File: src/include/fpg_defines.svh
`ifndef FPG_DEFINES_SVH
`define FPG_DEFINES_SVH

// Command codes on the management command port (arbitrary)
`define FPG_CODE_Z0A_FWD    8'hD0
`define FPG_CODE_Z0B_FWD    8'hD1
`define FPG_CODE_Z1A_FWD    8'hD2
`define FPG_CODE_Z1B_FWD    8'hD3
`define FPG_CODE_GOOD_MASK  8'hD4
`define FPG_CODE_STATUS     8'hD5
`define FPG_CODE_EVENT      8'hD6

// Fault line indices in the four-line vectors
`define FPG_LINE_Z0A        0
`define FPG_LINE_Z0B        1
`define FPG_LINE_Z1A        2
`define FPG_LINE_Z1B        3
`define FPG_LINES           4

// Field positions
`define FPG_FWD_EN_BIT      0
`define FPG_MASK_CHAN_LSB   0
`define FPG_MASK_CHAN_MSB   7
`define FPG_MASK_WDOG_BIT   8
`define FPG_MASK_W          9
`define FPG_STAT_LEVEL_LSB  0
`define FPG_STAT_DRIVE_LSB  4
`define FPG_STAT_GOOD_BIT   8

// Reset values
`define FPG_FWD_RST         4'h0
`define FPG_MASK_RST        9'h000
`define FPG_EVENT_RST       4'h0
`define FPG_RDATA_RST       16'h0000
`define FPG_DRIVE_RST       2'h0
`define FPG_GOOD_RST        1'b0

`endif

File: src/include/fpg_pkg.sv
package fpg_pkg;

  typedef struct packed {
    logic        wr;
    logic        rd;
    logic [7:0]  code;
    logic [15:0] data;
  } fpg_cmd_t;

  typedef struct packed {
    logic [3:0]  fwd_en;
    logic [8:0]  good_mask;
    logic [3:0]  ext_event;
    logic [15:0] rd_data;
    logic        rd_valid;
    logic        cmd_err;
  } fpg_top_state_t;

  typedef struct packed {
    logic [1:0] drive;
  } fpg_zone_state_t;

  typedef struct packed {
    logic good;
  } fpg_good_state_t;

endpackage

File: src/verilog/fpg_zone_fwd.sv
`timescale 1ns/10ps
`include "fpg_defines.svh"

module fpg_zone_fwd
  import fpg_pkg::*;
#(
  parameter int CHANNELS = 4
) (
  input  wire logic                i_clk,
  input  wire logic                i_rst_n,
  input  wire logic [CHANNELS-1:0] i_faulted,
  input  wire logic [1:0]          i_fwd_en,
  output logic      [1:0]          o_drive_low
);

  fpg_zone_state_t state;
  fpg_zone_state_t next_state;
  logic            zone_faulted;

  always_comb begin
    zone_faulted = |i_faulted;
    next_state = state;
    // Disabled line is never driven, so other parties keep full control of it
    next_state.drive[0] = i_fwd_en[0] & zone_faulted;
    next_state.drive[1] = i_fwd_en[1] & zone_faulted;
  end

  always_ff @(posedge i_clk or negedge i_rst_n) begin
    if (!i_rst_n) begin
      state.drive <= `FPG_DRIVE_RST;
    end else begin
      state <= next_state;
    end
  end

  assign o_drive_low = state.drive;

endmodule // fpg_zone_fwd

File: src/verilog/fpg_good_and.sv
`timescale 1ns/10ps
`include "fpg_defines.svh"

module fpg_good_and
  import fpg_pkg::*;
#(
  parameter int CHANNELS = 8
) (
  input  wire logic                i_clk,
  input  wire logic                i_rst_n,
  input  wire logic [CHANNELS-1:0] i_good,
  input  wire logic [CHANNELS-1:0] i_mask,
  input  wire logic [CHANNELS-1:0] i_high_res,
  input  wire logic                i_wdog_mask,
  input  wire logic                i_wdog_expired,
  output logic                     o_good
);

  fpg_good_state_t state;
  fpg_good_state_t next_state;
  logic            all_ok;

  // A term that is not selected reads as true, so it drops out of the AND
  function automatic logic term_ok(input logic status, input logic selected);
    return !selected | status;
  endfunction

  always_comb begin
    all_ok = 1'b1;
    for (int i = 0; i < CHANNELS; i++) begin
      // Odd channels in high resolution carry no valid good status
      all_ok = all_ok & term_ok(i_good[i],
                                i_mask[i] & !((i % 2 == 1) & i_high_res[i]));
    end
    all_ok = all_ok & term_ok(!i_wdog_expired, i_wdog_mask);
    next_state = state;
    next_state.good = all_ok;
  end

  always_ff @(posedge i_clk or negedge i_rst_n) begin
    if (!i_rst_n) begin
      state.good <= `FPG_GOOD_RST;
    end else begin
      state <= next_state;
    end
  end

  assign o_good = state.good;

endmodule // fpg_good_and

File: src/verilog/fpg_top.sv
// Summary of operation
// - Zone 0 line b driven low on zone fault
// - Zone 1 line a driven low on zone fault
// - Zone 1 line b driven low on zone fault
// - Forward registers: upper fifteen bits read zero
// - Masked channel good statuses are ANDed together
// - Unmasked channels never affect power good
// - Watchdog mask adds not-expired term to AND
// - Watchdog mask clear ignores watchdog state
// - Odd high-resolution channels excluded from power good
// - Mask register upper seven bits read zero
// - Zone 0 line a driven low on zone fault
`timescale 1ns/10ps
`include "fpg_defines.svh"

module fpg_top
  import fpg_pkg::*;
#(
  parameter int CHANNELS = 8
) (
  input  wire logic                I_CLK,
  input  wire logic                I_RST_N,
  input  wire fpg_cmd_t            I_CMD,
  output logic      [15:0]         O_RD_DATA,
  output logic                     O_RD_VALID,
  output logic                     O_CMD_ERR,
  input  wire logic [CHANNELS-1:0] I_CHAN_FAULTED,
  input  wire logic [CHANNELS-1:0] I_CHAN_GOOD,
  input  wire logic [CHANNELS-1:0] I_CHAN_HIGH_RES,
  input  wire logic                I_WDOG_EXPIRED,
  input  wire logic [3:0]          I_FAULT_LINE_IN,
  output logic      [3:0]          O_FAULT_LINE_OUT,
  output logic      [3:0]          O_FAULT_LINE_OE,
  output logic                     O_PWRGD
);

  localparam int HALF = CHANNELS / 2;

  fpg_top_state_t state;
  fpg_top_state_t next_state;
  logic [1:0]     zone0_drive;
  logic [1:0]     zone1_drive;
  logic [3:0]     line_drive;
  logic           pwrgd;
  logic           code_known;
  logic [3:0]     ext_seen;
  logic [3:0]     event_clear;
  logic [15:0]    status_word;
  logic [15:0]    rd_value;

  fpg_zone_fwd #(
    .CHANNELS (HALF)
  ) u_zone0 (
    .i_clk       (I_CLK),
    .i_rst_n     (I_RST_N),
    .i_faulted   (I_CHAN_FAULTED[HALF-1:0]),
    .i_fwd_en    ({state.fwd_en[`FPG_LINE_Z0B], state.fwd_en[`FPG_LINE_Z0A]}),
    .o_drive_low (zone0_drive)
  );

  fpg_zone_fwd #(
    .CHANNELS (CHANNELS - HALF)
  ) u_zone1 (
    .i_clk       (I_CLK),
    .i_rst_n     (I_RST_N),
    .i_faulted   (I_CHAN_FAULTED[CHANNELS-1:HALF]),
    .i_fwd_en    ({state.fwd_en[`FPG_LINE_Z1B], state.fwd_en[`FPG_LINE_Z1A]}),
    .o_drive_low (zone1_drive)
  );

  fpg_good_and #(
    .CHANNELS (CHANNELS)
  ) u_good (
    .i_clk          (I_CLK),
    .i_rst_n        (I_RST_N),
    .i_good         (I_CHAN_GOOD),
    .i_mask         (state.good_mask[`FPG_MASK_CHAN_MSB:`FPG_MASK_CHAN_LSB]),
    .i_high_res     (I_CHAN_HIGH_RES),
    .i_wdog_mask    (state.good_mask[`FPG_MASK_WDOG_BIT]),
    .i_wdog_expired (I_WDOG_EXPIRED),
    .o_good         (pwrgd)
  );

  assign line_drive = {zone1_drive, zone0_drive};

  always_comb begin
    code_known = 1'b0;
    unique case (I_CMD.code)
      `FPG_CODE_Z0A_FWD,
      `FPG_CODE_Z0B_FWD,
      `FPG_CODE_Z1A_FWD,
      `FPG_CODE_Z1B_FWD,
      `FPG_CODE_GOOD_MASK,
      `FPG_CODE_STATUS,
      `FPG_CODE_EVENT: code_known = 1'b1;
      default: code_known = 1'b0;
    endcase
  end

  // A low line that this end is not pulling was asserted by another party
  assign ext_seen = ~I_FAULT_LINE_IN & ~line_drive;

  assign status_word = {7'h00,
                        pwrgd,
                        line_drive,
                        I_FAULT_LINE_IN};

  always_comb begin
    rd_value = `FPG_RDATA_RST;
    unique case (I_CMD.code)
      `FPG_CODE_Z0A_FWD: rd_value = {15'h0000, state.fwd_en[`FPG_LINE_Z0A]};
      `FPG_CODE_Z0B_FWD: rd_value = {15'h0000, state.fwd_en[`FPG_LINE_Z0B]};
      `FPG_CODE_Z1A_FWD: rd_value = {15'h0000, state.fwd_en[`FPG_LINE_Z1A]};
      `FPG_CODE_Z1B_FWD: rd_value = {15'h0000, state.fwd_en[`FPG_LINE_Z1B]};
      `FPG_CODE_GOOD_MASK: rd_value = {7'h00, state.good_mask};
      `FPG_CODE_STATUS: rd_value = status_word;
      `FPG_CODE_EVENT: rd_value = {12'h000, state.ext_event};
      default: rd_value = `FPG_RDATA_RST;
    endcase
  end

  always_comb begin
    next_state = state;
    event_clear = 4'h0;
    if (I_CMD.wr) begin
      unique case (I_CMD.code)
        // Only the enable bit is stored; the other fifteen data bits are dropped
        `FPG_CODE_Z0A_FWD: begin
          next_state.fwd_en[`FPG_LINE_Z0A] = I_CMD.data[`FPG_FWD_EN_BIT];
        end
        `FPG_CODE_Z0B_FWD: begin
          next_state.fwd_en[`FPG_LINE_Z0B] = I_CMD.data[`FPG_FWD_EN_BIT];
        end
        `FPG_CODE_Z1A_FWD: begin
          next_state.fwd_en[`FPG_LINE_Z1A] = I_CMD.data[`FPG_FWD_EN_BIT];
        end
        `FPG_CODE_Z1B_FWD: begin
          next_state.fwd_en[`FPG_LINE_Z1B] = I_CMD.data[`FPG_FWD_EN_BIT];
        end
        `FPG_CODE_GOOD_MASK: begin
          next_state.good_mask = I_CMD.data[`FPG_MASK_W-1:0];
        end
        `FPG_CODE_EVENT: begin
          event_clear = I_CMD.data[3:0];
        end
        default: begin
          event_clear = 4'h0;
        end
      endcase
    end
    // Set beats clear so an assertion in the clearing cycle is kept
    next_state.ext_event = (state.ext_event & ~event_clear) | ext_seen;
    next_state.rd_valid = I_CMD.rd;
    next_state.cmd_err = (I_CMD.rd | I_CMD.wr) & !code_known;
    if (I_CMD.rd) begin
      next_state.rd_data = rd_value;
    end
  end

  always_ff @(posedge I_CLK or negedge I_RST_N) begin
    if (!I_RST_N) begin
      state.fwd_en    <= `FPG_FWD_RST;
      state.good_mask <= `FPG_MASK_RST;
      state.ext_event <= `FPG_EVENT_RST;
      state.rd_data   <= `FPG_RDATA_RST;
      state.rd_valid  <= 1'b0;
      state.cmd_err   <= 1'b0;
    end else begin
      state <= next_state;
    end
  end

  // Open-drain: level is always low, only the enable toggles
  assign O_FAULT_LINE_OUT = 4'h0;
  assign O_FAULT_LINE_OE  = line_drive;
  assign O_PWRGD          = pwrgd;
  assign O_RD_DATA        = state.rd_data;
  assign O_RD_VALID       = state.rd_valid;
  assign O_CMD_ERR        = state.cmd_err;

endmodule // fpg_top

File: config.mk
export PLATFORM = sky130hd
export DESIGN_NAME = fpg_top
export DESIGN_NICKNAME = d
export VERILOG_FILES = /design/src/include/fpg_pkg.sv /design/src/verilog/fpg_zone_fwd.sv /design/src/verilog/fpg_good_and.sv /design/src/verilog/fpg_top.sv
export VERILOG_INCLUDE_DIRS = /design/src /design/src/include
export SDC_FILE = /design/constraint.sdc
export NUM_CORES = 1
export LEC_CHECK = 0
export BUFFER_PORTS_ARGS = -buffer_cell sky130_fd_sc_hd__buf_4
export CORE_MARGIN = 2
export CORE_UTILIZATION = 46
export CTS_CLUSTER_DIAMETER = 80
export DETAILED_ROUTE_END_ITERATION = 12
export GPL_TIMING_DRIVEN = 1
export HOLD_SLACK_MARGIN = 0.1
export PLACE_DENSITY = 0.8
export SLEW_MARGIN = 25
export SYNTH_ARGS = -nofsm -noshare
export SYNTH_HDL_FRONTEND = slang
export SYNTH_SLANG_ARGS = --single-unit
export TNS_END_PERCENT = 100
File: constraint.sdc
create_clock -name I_CLK -period 1.42 [get_ports I_CLK]
set_input_delay 0.142 -clock I_CLK [delete_from_list [all_inputs] [get_ports I_CLK]]
set_output_delay 0.142 -clock I_CLK [all_outputs]
set_load 0.005 [all_outputs]
==> out/qor.json, run 1 <==
{
  "outcome": {
    "status": "completed"
  },
  "drt": {
    "post_drt_wl_per_cell_um": 14.90,
    "detail_route.vias_per_cell": 5.139,
    "routed-via-count": 1372,
    "drtAntennaViolNets": 0,
    "routed_wirelength_um": 3978,
    "first_pass_iters": 4,
    "detail_route.iter0.violations": 69,
    "route.detailed.drc": 0
  },
  "power_and_ir_drop": {
    "finalPower_mw": 2.137,
    "leakage_power_figure_nw": 1.163,
    "p_int_mw": 1.657,
    "power.ir.vdd_worst_mv": 0.6064,
    "pwr-share-seq_pct": 46.7,
    "switching_share_pct": 22.43,
    "comb_power_share_pct": 13.8,
    "switchingPower_uw": 479.2,
    "power_frac_clock_pct": 39.5,
    "power_per_cell_area_nw_per_um2": 906.9
  },
  "timing": {
    "final_min_period_over_clock_period_pct": 83.60,
    "grt_setup_unrepaired": "no",
    "finalWorstPathRequiredPeriod_ns": 1.187,
    "final_count_of_hold_timing_violations": 0,
    "fin_hold_ws_ns": 0.1116,
    "final_setup_viols": 0,
    "layout_setup_ws_ns": 0.2329,
    "timing.final.max_slew_violations": 0,
    "fmaxAchievable_mhz": 842.4,
    "skew_ns": 0.007581
  },
  "logic_synthesis": {
    "cell_count_after_synthesis": 152,
    "yosysWarnings": 0,
    "netlist_top_cells_area": "dfrtp_1 (47%), buf_4 (8.6%), mux2_4 (7.7%), mux2i_1 (5.7%), o2bb2ai_1 (4.5%)",
    "netlist.top_cell.by_area": "dfrtp_1",
    "syn_area_per_cell_um2": 11.48,
    "yosysTopAreaCellShare_pct": 47.31,
    "yosys_reg_bits": 33,
    "synth.cells.most_frequent": "dfrtp_1 (33), buf_4 (20), mux2i_1 (10)",
    "synth-main-ff-cell": "dfrtp_1",
    "synth_seq_area_share_pct": 47.31,
    "synth-edff-count": 0,
    "synthArstFlopShare_pct": 100.0,
    "synth.most_common_cell": "dfrtp_1",
    "syn-cell-area_um2": 1745,
    "synth_cell_types": 33
  },
  "min_path": {
    "hold_path_startpoint": "I_CHAN_FAULTED[2]",
    "hold_path_depth": 3,
    "worstHoldEndpoint": "u_zone0.o_drive_low[1]",
    "timing.hold.worst.class": "input pin to flop"
  },
  "clock_network": {
    "ctsLongestPathBuffers": 2,
    "htreeDepth": 2,
    "worst_setup_hold_path_clk_slew_ns": 0.07,
    "clock_latency_ns": 0.29,
    "cts_tree": "built",
    "cts_root_buf": "clkbuf_8",
    "post-cts-setup-buffers": 0,
    "cts-buffers-inserted": 5,
    "clock-sinks": 33
  },
  "worst_setup_path": {
    "critPathLaunchType": "input pin",
    "critical-path-slowest-cell": "dlygate4sd3_1",
    "timing.critical_path.buf_inv": 2,
    "path_cells": "dlygate4sd3_1, buf_4, mux2i_1, nor3_1, a221oi_1, o31ai_1",
    "worst-setup-path-type": "input pin to flop",
    "cp_slowest_stage_delay_ns": 0.53,
    "element_type_at_the_critical_path_end": "flop",
    "reg2reg_slack_ns": 0.24,
    "rr_startpoint": "state[32]",
    "cp_top_family": "buffers and inverters",
    "worst-endpoint-required_ns": 1.58,
    "r2r.worst_path.cells": 4,
    "timing.rr.end": "O_RD_DATA[0]",
    "path_max_fanout": 2,
    "worst-endpoint-arrival_ns": 1.35
  },
  "global_routing": {
    "grt_start_max_net_pins": 34,
    "grt_pass1_wl_um": 6520,
    "antenna_found_initial": 0,
    "grt_pass1_vias": 1372,
    "grt_usage_pct": 20.63,
    "overflow": 0
  },
  "finish": {
    "insertedDiodeCount": 0,
    "drive_gt1_share_pct": 41.55,
    "final_area_um2": 2356,
    "fillerInstances": 317,
    "layout.nets": 276,
    "area.growth.synth_to_final_pct": 34.98,
    "fin_util_pct": 64.35
  },
  "floorplan": {
    "fp.coreArea_um2": 3661,
    "starting_density_of_the_core_pct": 47.68,
    "placement_rows": 22,
    "top_level_ports": 84,
    "die_area_um2": 4303,
    "dieWidth_um": 65.60,
    "die_height_um": 65.60
  },
  "place": {
    "place_hpwl_um": 2910,
    "post_dp_cell_area_um2": 2132,
    "portBuffers": 61,
    "place_worst_setup_slack_ns": -0.03747,
    "place.gp.congestion": 0.8477
  },
  "flow_run": {
    "max-cap-violations": 0
  }
}
worst max path at each step:
stage,slack [ns],cells after the start,end,from
final,0.23,6,O_RD_DATA[0],I_FAULT_LINE_IN[0]
after detailed placement,-0.04,5,state[25],I_CMD[19]
after floorplan,-0.006,6,state[22],I_CMD[19]
after global routing,0.18,4,O_RD_DATA[0],state[32]
after global placement,-0.03,5,state[27],I_CMD[19]
after CTS,0.24,6,O_RD_DATA[0],I_FAULT_LINE_IN[0]
through the flow:
step	TNS, ns	std cells
2_1_floorplan	-0.05614	162
6_report	0	267
3_5_place_dp	-0.2936	248
5_1_grt	0	267
4_1_cts	0	266
3_3_place_gp	-0.1933	248
worst register-to-register path: stages, from the launching register on:
cell	delay, ns
dfrtp_1	0.39
mux2i_1	0.15
o21ai_0	0.10
a221oi_1	0.32
o31ai_1	0.10
cell usage in the layout (no fill, tap or decap), types with 4 or more instances in the layout:
cell type | Yosys | layout
buf_4 | 20 | 65
dfrtp_1 | 33 | 33
dlygate4sd3_1 | 0 | 12
conb_1 | 1 | 11
mux2i_1 | 10 | 10
o2bb2ai_1 | 9 | 9
mux2_4 | 9 | 9
nor2b_1 | 8 | 8
inv_1 | 6 | 6
nand2_1 | 6 | 6
nor2_1 | 5 | 5
mux2_2 | 5 | 5
clkbuf_8 | 0 | 5
nand4_1 | 4 | 4
nand3_1 | 4 | 4
o21ai_0 | 4 | 4
cell type report:
type	count	area, um2	area share [%]
flip-flops and latches	33	825.8	35.05
clock inverters	2	35.03	1.487
multi-input cells	96	735.7	31.23
repair buffers	77	608.1	25.81
inverters	6	22.52	0.9559
well taps	48	60.06	2.549
clock buffers	5	68.82	2.921
cells by family (layout without fill, tap and decap cells):
logic type / count (synthesis) / count (layout) / share of synthesized area (%)
AO/OA/AOI/OAI: 24 / 24 / 10.54
buffers and inverters: 33 / 90 / 12.69
flip-flops: 33 / 33 / 47.31
multiplexers: 24 / 24 / 16.70
other: 1 / 11 / 0.2148
AND/OR/NAND/NOR: 37 / 37 / 12.54
sequential cells by signal, summed over array words and instances (netlist names):
register	flops
u_zone1.o_drive_low	2
O_CMD_ERR	1
state	17
O_RD_DATA	9
u_good.o_good	1
O_RD_VALID	1
u_zone0.o_drive_low	2
power groups by stage:
stage          Combinational [mW]  Sequential [mW]  Clock, mW
2_1_floorplan               0.126             1.01          0
3_3_place_gp                0.263             1.01          0
3_5_place_dp                0.268             1.01          0
4_1_cts                     0.293            0.996      0.851
5_1_grt                     0.325            0.999      0.905
6_report                    0.295            0.997      0.844
what timing repair did:
action                     4_1_cts  5_1_grt
hold buffers                    11        1
hold endpoints to repair        43        1
setup endpoints to repair        0        0
gates resized for setup          0        0
metal layers:
metal / track usage (%) / vias up / part of all wire (%)
li1: - / 646 / -
met1: 25.86 / 662 / 41
met2: 35.08 / 59 / 51
met3: 6.507 / 5 / 6.4
met4: 4.167 / 0 / 1.1
met5: 0 / - / 0
Note: power is estimated with default switching activity, not from simulation.
==> inputs of run 2 (changes only) <==
==> constraint.sdc (replaced) <==
create_clock -name I_CLK -period 1.19 [get_ports I_CLK]
set_input_delay 0.119 -clock I_CLK [delete_from_list [all_inputs] [get_ports I_CLK]]
set_output_delay 0.119 -clock I_CLK [all_outputs]
set_load 0.005 [all_outputs]
==> run 2 against run 1 <==
- wire length is 5.1% higher
- critical endpoint unchanged
- combinational power is 31% higher
- critical path type unchanged
- sequential power is 19% higher
- largest cell class unchanged
- clock power is 4.3% lower
- non-clock buffer count is 11 higher
- final cell count is 4.9% higher
==> out/qor.json, run 2 (same netlist as run 1, synthesis figures left out) <==
{
  "outcome": {
    "status": "completed"
  },
  "worst_setup_path": {
    "critical-path-slowest-cell": "dlygate4sd3_1",
    "critPathLaunchType": "input pin",
    "cp_slowest_stage_delay_ns": 0.53,
    "worst-setup-path-type": "input pin to flop",
    "worst-endpoint-arrival_ns": 1.36,
    "path_cells": "dlygate4sd3_1, buf_4, mux2i_1, nor3_1, a221oi_1, o31ai_1",
    "path_max_fanout": 2,
    "worst-endpoint-required_ns": 1.36,
    "element_type_at_the_critical_path_end": "flop"
  },
  "finish": {
    "insertedDiodeCount": 0,
    "regMostFlops": "state",
    "most-common-layout-cells": "buf_4 (70), dfrtp_1 (33), dlygate4sd3_1 (18)",
    "drive_gt1_share_pct": 41.81,
    "fillerInstances": 290,
    "area.growth.synth_to_final_pct": 39.78,
    "final_common_cell": "buf_4",
    "final-instance-count-excl-fill": 280,
    "layout.nets": 288,
    "flip_flop_count_of_the_largest_register_all_copies_and_words_added": 17
  },
  "clock_network": {
    "post-cts-setup-buffers": 0,
    "ctsLongestPathBuffers": 2,
    "cts_tree": "built",
    "clock_latency_ns": 0.29,
    "clock-sinks": 33,
    "cts_root_buf": "clkbuf_8",
    "htreeDepth": 2,
    "cts-buffers-inserted": 5,
    "worst_setup_hold_path_clk_slew_ns": 0.07
  },
  "place": {
    "place.gp.congestion": 0.8520,
    "portBuffers": 61,
    "place_hpwl_um": 3135,
    "dpl.cell_count": 253
  },
  "timing": {
    "skew_ns": 0.01094,
    "grt_setup_unrepaired": "no",
    "fmaxAchievable_mhz": 844.7,
    "finalWorstPathRequiredPeriod_ns": 1.184,
    "final_count_of_hold_timing_violations": 0,
    "finalSetupTns_ns": 0,
    "final_min_period_over_clock_period_pct": 99.48,
    "timing.final.max_slew_violations": 0,
    "fin_hold_ws_ns": 0.1191,
    "final_setup_viols": 0
  },
  "floorplan": {
    "die_height_um": 65.60,
    "fp.coreArea_um2": 3661,
    "placement_rows": 22,
    "starting_density_of_the_core_pct": 47.68,
    "dieWidth_um": 65.60,
    "die_area_um2": 4303,
    "top_level_ports": 84
  },
  "power_and_ir_drop": {
    "power_per_cell_area_nw_per_um2": 976.2,
    "pwr-share-seq_pct": 49.9,
    "switchingPower_uw": 583.2,
    "leakage_power_figure_nw": 1.209,
    "power.ir.vdd_worst_mv": 0.6593,
    "p_int_mw": 1.799,
    "power_frac_clock_pct": 33.9,
    "finalPower_mw": 2.382,
    "comb_power_share_pct": 16.2,
    "switching_share_pct": 24.49
  },
  "global_routing": {
    "antenna_found_initial": 0,
    "grt_pass1_wl_um": 6955,
    "grt_usage_pct": 21.88,
    "grt_pass1_vias": 1471,
    "grt_start_max_net_pins": 34,
    "overflow": 0
  },
  "drt": {
    "detail_route.iter0.violations": 131,
    "first_pass_iters": 4,
    "route.detailed.drc": 0,
    "detail_route.vias_per_cell": 5.164,
    "post_drt_wl_per_cell_um": 14.93,
    "routed-via-count": 1446,
    "drtAntennaViolNets": 0,
    "routed_wirelength_um": 4181
  },
  "flow_run": {
    "max-cap-violations": 0
  },
  "min_path": {
    "timing.hold.worst.class": "input pin to flop"
  }
}
[run 2: cell type report]
cell class | instances | area [um2] | share of cell area (%)
Clock buffer | 6 | 72.57 | 2.974
Clock inverter | 2 | 10.01 | 0.4103
Inverter | 6 | 22.52 | 0.9231
Multi-Input combinational cell | 97 | 743.2 | 30.46
Sequential cell | 33 | 825.8 | 33.85
Tap cell | 48 | 60.06 | 2.462
Timing Repair Buffer | 88 | 705.7 | 28.92
[run 2: critical path, delay by kind of cell]
family                 cells  cell delay [ns]
and+or+nand+nor            1             0.06
muxes                      1             0.15
AOI/OAI and AO/OA          2             0.35
buffers and inverters      2             0.67
[run 2: power by group through the flow]
stage / logic, mW / registers [mW] / clock network (mW)
detailed placement: 0.338 / 1.21 / 0
global route: 0.421 / 1.19 / 0.873
CTS: 0.387 / 1.19 / 0.825
finish: 0.386 / 1.19 / 0.808
global placement: 0.328 / 1.21 / 0
floorplan: 0.151 / 1.20 / 0
[run 2: metal layers]
metal  vias to the layer above  global-route usage [%]  routed length (um)
met3                         7                   5.308                 284
li1                        671                       -                   -
met1                       703                   26.30                1600
met5                         -                       0                   0
met4                         0                   8.333                  81
met2                        65                   37.76                2214
[run 2: path summary, 6_finish.rpt]
kind	startpoint	to	slack, ns	cells after the start
max	I_FAULT_LINE_IN[0]	O_RD_DATA[0]	0.006	6
min	I_CMD[0]	state[31]	0.12	2
max reg2reg	state[18]	O_RD_DATA[0]	0.04	3
min reg2reg	state[19]	state[19]	0.49	1
max in group asynchronous	I_RST_N	state[20]	0.59	2
min in group asynchronous	I_RST_N	state[31]	0.30	2
[run 2: metrics by stage]
stage,setup WS (ns),utilization [%],cell area [um2]
after floorplan,-0.2132,-,1783
after global placement,-0.2350,59.26,2170
after detailed placement,-0.2840,59.26,2170
after CTS,0.01278,66.44,2432
after global routing,0.001296,66.64,2440
final,0.006216,66.64,2440
[run 2: timing repair]
action / CTS / global route
resized for setup: 0 / 1
endpoints found under the hold margin: 47 / 0
hold buffers: 18 / 0
setup endpoints to repair: 0 / 8
==> inputs of run 3 (changes only) <==
--- a/config.mk
+++ b/config.mk
@@ -13,6 +13,7 @@
 export DETAILED_ROUTE_END_ITERATION = 12
 export GPL_TIMING_DRIVEN = 1
 export HOLD_SLACK_MARGIN = 0.1
+export MAX_ROUTING_LAYER = met4
 export PLACE_DENSITY = 0.8
 export SLEW_MARGIN = 25
 export SYNTH_ARGS = -nofsm -noshare
==> run 3 against run 2 <==
- sequential cell count did not move
- worst hold slack got worse by 0.0021 ns
- non-clock buffer count fell by 1
- register-to-register slack barely moved
- total power rose by 4.4%
- clock power rose by 13%
- global-route usage fell by 0.84 points
- sequential share of layout area fell by 0.14 points
- design area rose by 0.41%
- count of clock-buffer cells in the layout rose by 1
- critical path type unchanged
- critical endpoint is now state[25]
- highest routed layer unchanged
==> out/qor.json, run 3 (same netlist as run 1, synthesis figures left out) <==
{
  "outcome": {
    "status": "completed"
  },
  "power_and_ir_drop": {
    "power_per_cell_area_nw_per_um2": 1015,
    "finalPower_mw": 2.486,
    "leakage_power_figure_nw": 1.211,
    "power.ir.vdd_worst_mv": 0.6086
  },
  "place": {
    "place_worst_setup_slack_ns": -0.2753,
    "portBuffers": 61,
    "place.gp.congestion": 0.8887,
    "place_hpwl_um": 2962,
    "dpl.cell_count": 251
  },
  "clock_network": {
    "worst_setup_hold_path_clk_slew_ns": 0.07,
    "clock-sinks": 33,
    "cts-buffers-inserted": 5,
    "cts_root_buf": "clkbuf_8",
    "ctsLongestPathBuffers": 2,
    "htreeDepth": 2,
    "clock_latency_ns": 0.28,
    "cts_tree": "built"
  },
  "drt": {
    "detail_route.iter0.violations": 63,
    "post_drt_wl_per_cell_um": 14.94,
    "detail_route.vias_per_cell": 5.076,
    "route.detailed.drc": 0,
    "drtAntennaViolNets": 0,
    "routed_wirelength_um": 4154,
    "first_pass_iters": 4,
    "routed-via-count": 1411
  },
  "worst_setup_path": {
    "path_max_fanout": 9,
    "critPathLaunchType": "input pin",
    "cp_slowest_stage_delay_ns": 0.32,
    "element_type_at_the_critical_path_end": "flop",
    "cp_top_family": "simple AND/OR/NAND/NOR gates",
    "path_cells": "buf_4, and4bb_1, and3_4, and3_4, mux2_4",
    "worst-setup-path-type": "input pin to flop",
    "worst-endpoint-arrival_ns": 1.33,
    "worst-endpoint-required_ns": 1.36,
    "timing.critical_path.buf_inv": 1,
    "critical-path-slowest-cell": "mux2_4",
    "crit_path_frequent_cell": "and3_4"
  },
  "finish": {
    "final_common_cell": "buf_4",
    "area.growth.synth_to_final_pct": 40.36,
    "flip_flop_count_of_the_largest_register_all_copies_and_words_added": 17,
    "insertedDiodeCount": 0,
    "regMostFlops": "state",
    "most-common-layout-cells": "buf_4 (69), dfrtp_1 (33), dlygate4sd3_1 (18)",
    "layout.nets": 286,
    "final-instance-count-excl-fill": 278,
    "drive_gt1_share_pct": 42.17
  },
  "global_routing": {
    "grt_pass1_wl_um": 6506,
    "grt_pass1_vias": 1399,
    "grt_usage_pct": 21.04,
    "grt_start_max_net_pins": 34,
    "overflow": 0,
    "antenna_found_initial": 0
  },
  "timing": {
    "final_min_period_over_clock_period_pct": 97.90,
    "layout_setup_ws_ns": 0.02496,
    "fin_hold_ws_ns": 0.1170,
    "final_setup_viols": 0,
    "finalWorstPathRequiredPeriod_ns": 1.165,
    "finalSetupTns_ns": 0,
    "final_count_of_hold_timing_violations": 0,
    "skew_ns": 0.004718,
    "fmaxAchievable_mhz": 858.3,
    "timing.final.max_slew_violations": 0
  },
  "floorplan": {
    "dieWidth_um": 65.60,
    "die_area_um2": 4303,
    "placement_rows": 22,
    "top_level_ports": 84,
    "fp.coreArea_um2": 3661,
    "die_height_um": 65.60,
    "starting_density_of_the_core_pct": 47.68
  },
  "flow_run": {
    "max-cap-violations": 0
  },
  "min_path": {
    "timing.hold.worst.class": "input pin to flop"
  }
}
==> run 3: cell count changes in the layout (fill, tap and decap cells not counted), sizes merged <==
cell / before / now
and3: 4 / 3
clkinv: 2 / 1
buf: 70 / 69
clkbuf: 6 / 7
==> run 3: area by class of cell <==
| type | count | area, um2 |
|---|---|---|
| timing repair buffer | 87 | 698.2 |
| fill | 281 | 1211 |
| sequential | 33 | 825.8 |
| tap | 48 | 60.06 |
| clock inverter | 1 | 5.005 |
| inverter | 6 | 22.52 |
| multi-input combinational | 96 | 742.0 |
| clock buffer | 7 | 96.34 |
==> run 3: path summary, 6_finish.rpt <==
check / start / end / slack, ns / cells after the start
worst min-delay path: I_CHAN_FAULTED[6] / u_zone1.o_drive_low[1] / 0.12 / 3
worst max register to register: state[32] / O_RD_DATA[0] / 0.04 / 4
max in group asynchronous: I_RST_N / O_RD_VALID / 0.58 / 2
worst max-delay path: I_CMD[19] / state[25] / 0.02 / 5
worst min register to register: O_RD_DATA[7] / O_RD_DATA[7] / 0.49 / 1
min in group asynchronous: I_RST_N / u_zone0.o_drive_low[1] / 0.31 / 2
==> run 3: layer usage <==
layer	vias to the layer above	global-route usage, %	wire, um
met1	678	24.64	1663
met4	0	6.250	51
li1	664	-	-
met5	-	-	0
met2	61	36.35	2176
met3	8	4.623	263
==> run 3: stage by stage <==
stage	instance area [um2]	utilization (%)
after floorplan	1783	-
after global placement	2155	58.85
after detailed placement	2155	58.85
after CTS	2436	66.54
after global routing	2450	66.92
final	2450	66.92
==> run 3: where the power goes <==
part           switching [mW]  internal (mW)  leakage (nW)
sequential             0.0305           1.16         0.427
clock                   0.390          0.522        0.0542
combinational           0.151          0.233         0.730
==> run 3: worst register-to-register path: cells and delay by family, from the launching register on <==
kind | cells | cell delay [ns]
flip-flops | 1 | 0.39
multiplexers | 1 | 0.17
AO/OA/AOI/OAI | 3 | 0.47
==> run 3: repair_timing <==
action                                 in CTS  in global routing
resized for setup                           0                  2
buffers inserted                            0                  2
endpoints found under the hold margin      47                  0
hold buffers                               18                  0
setup endpoints to repair                   0                  1
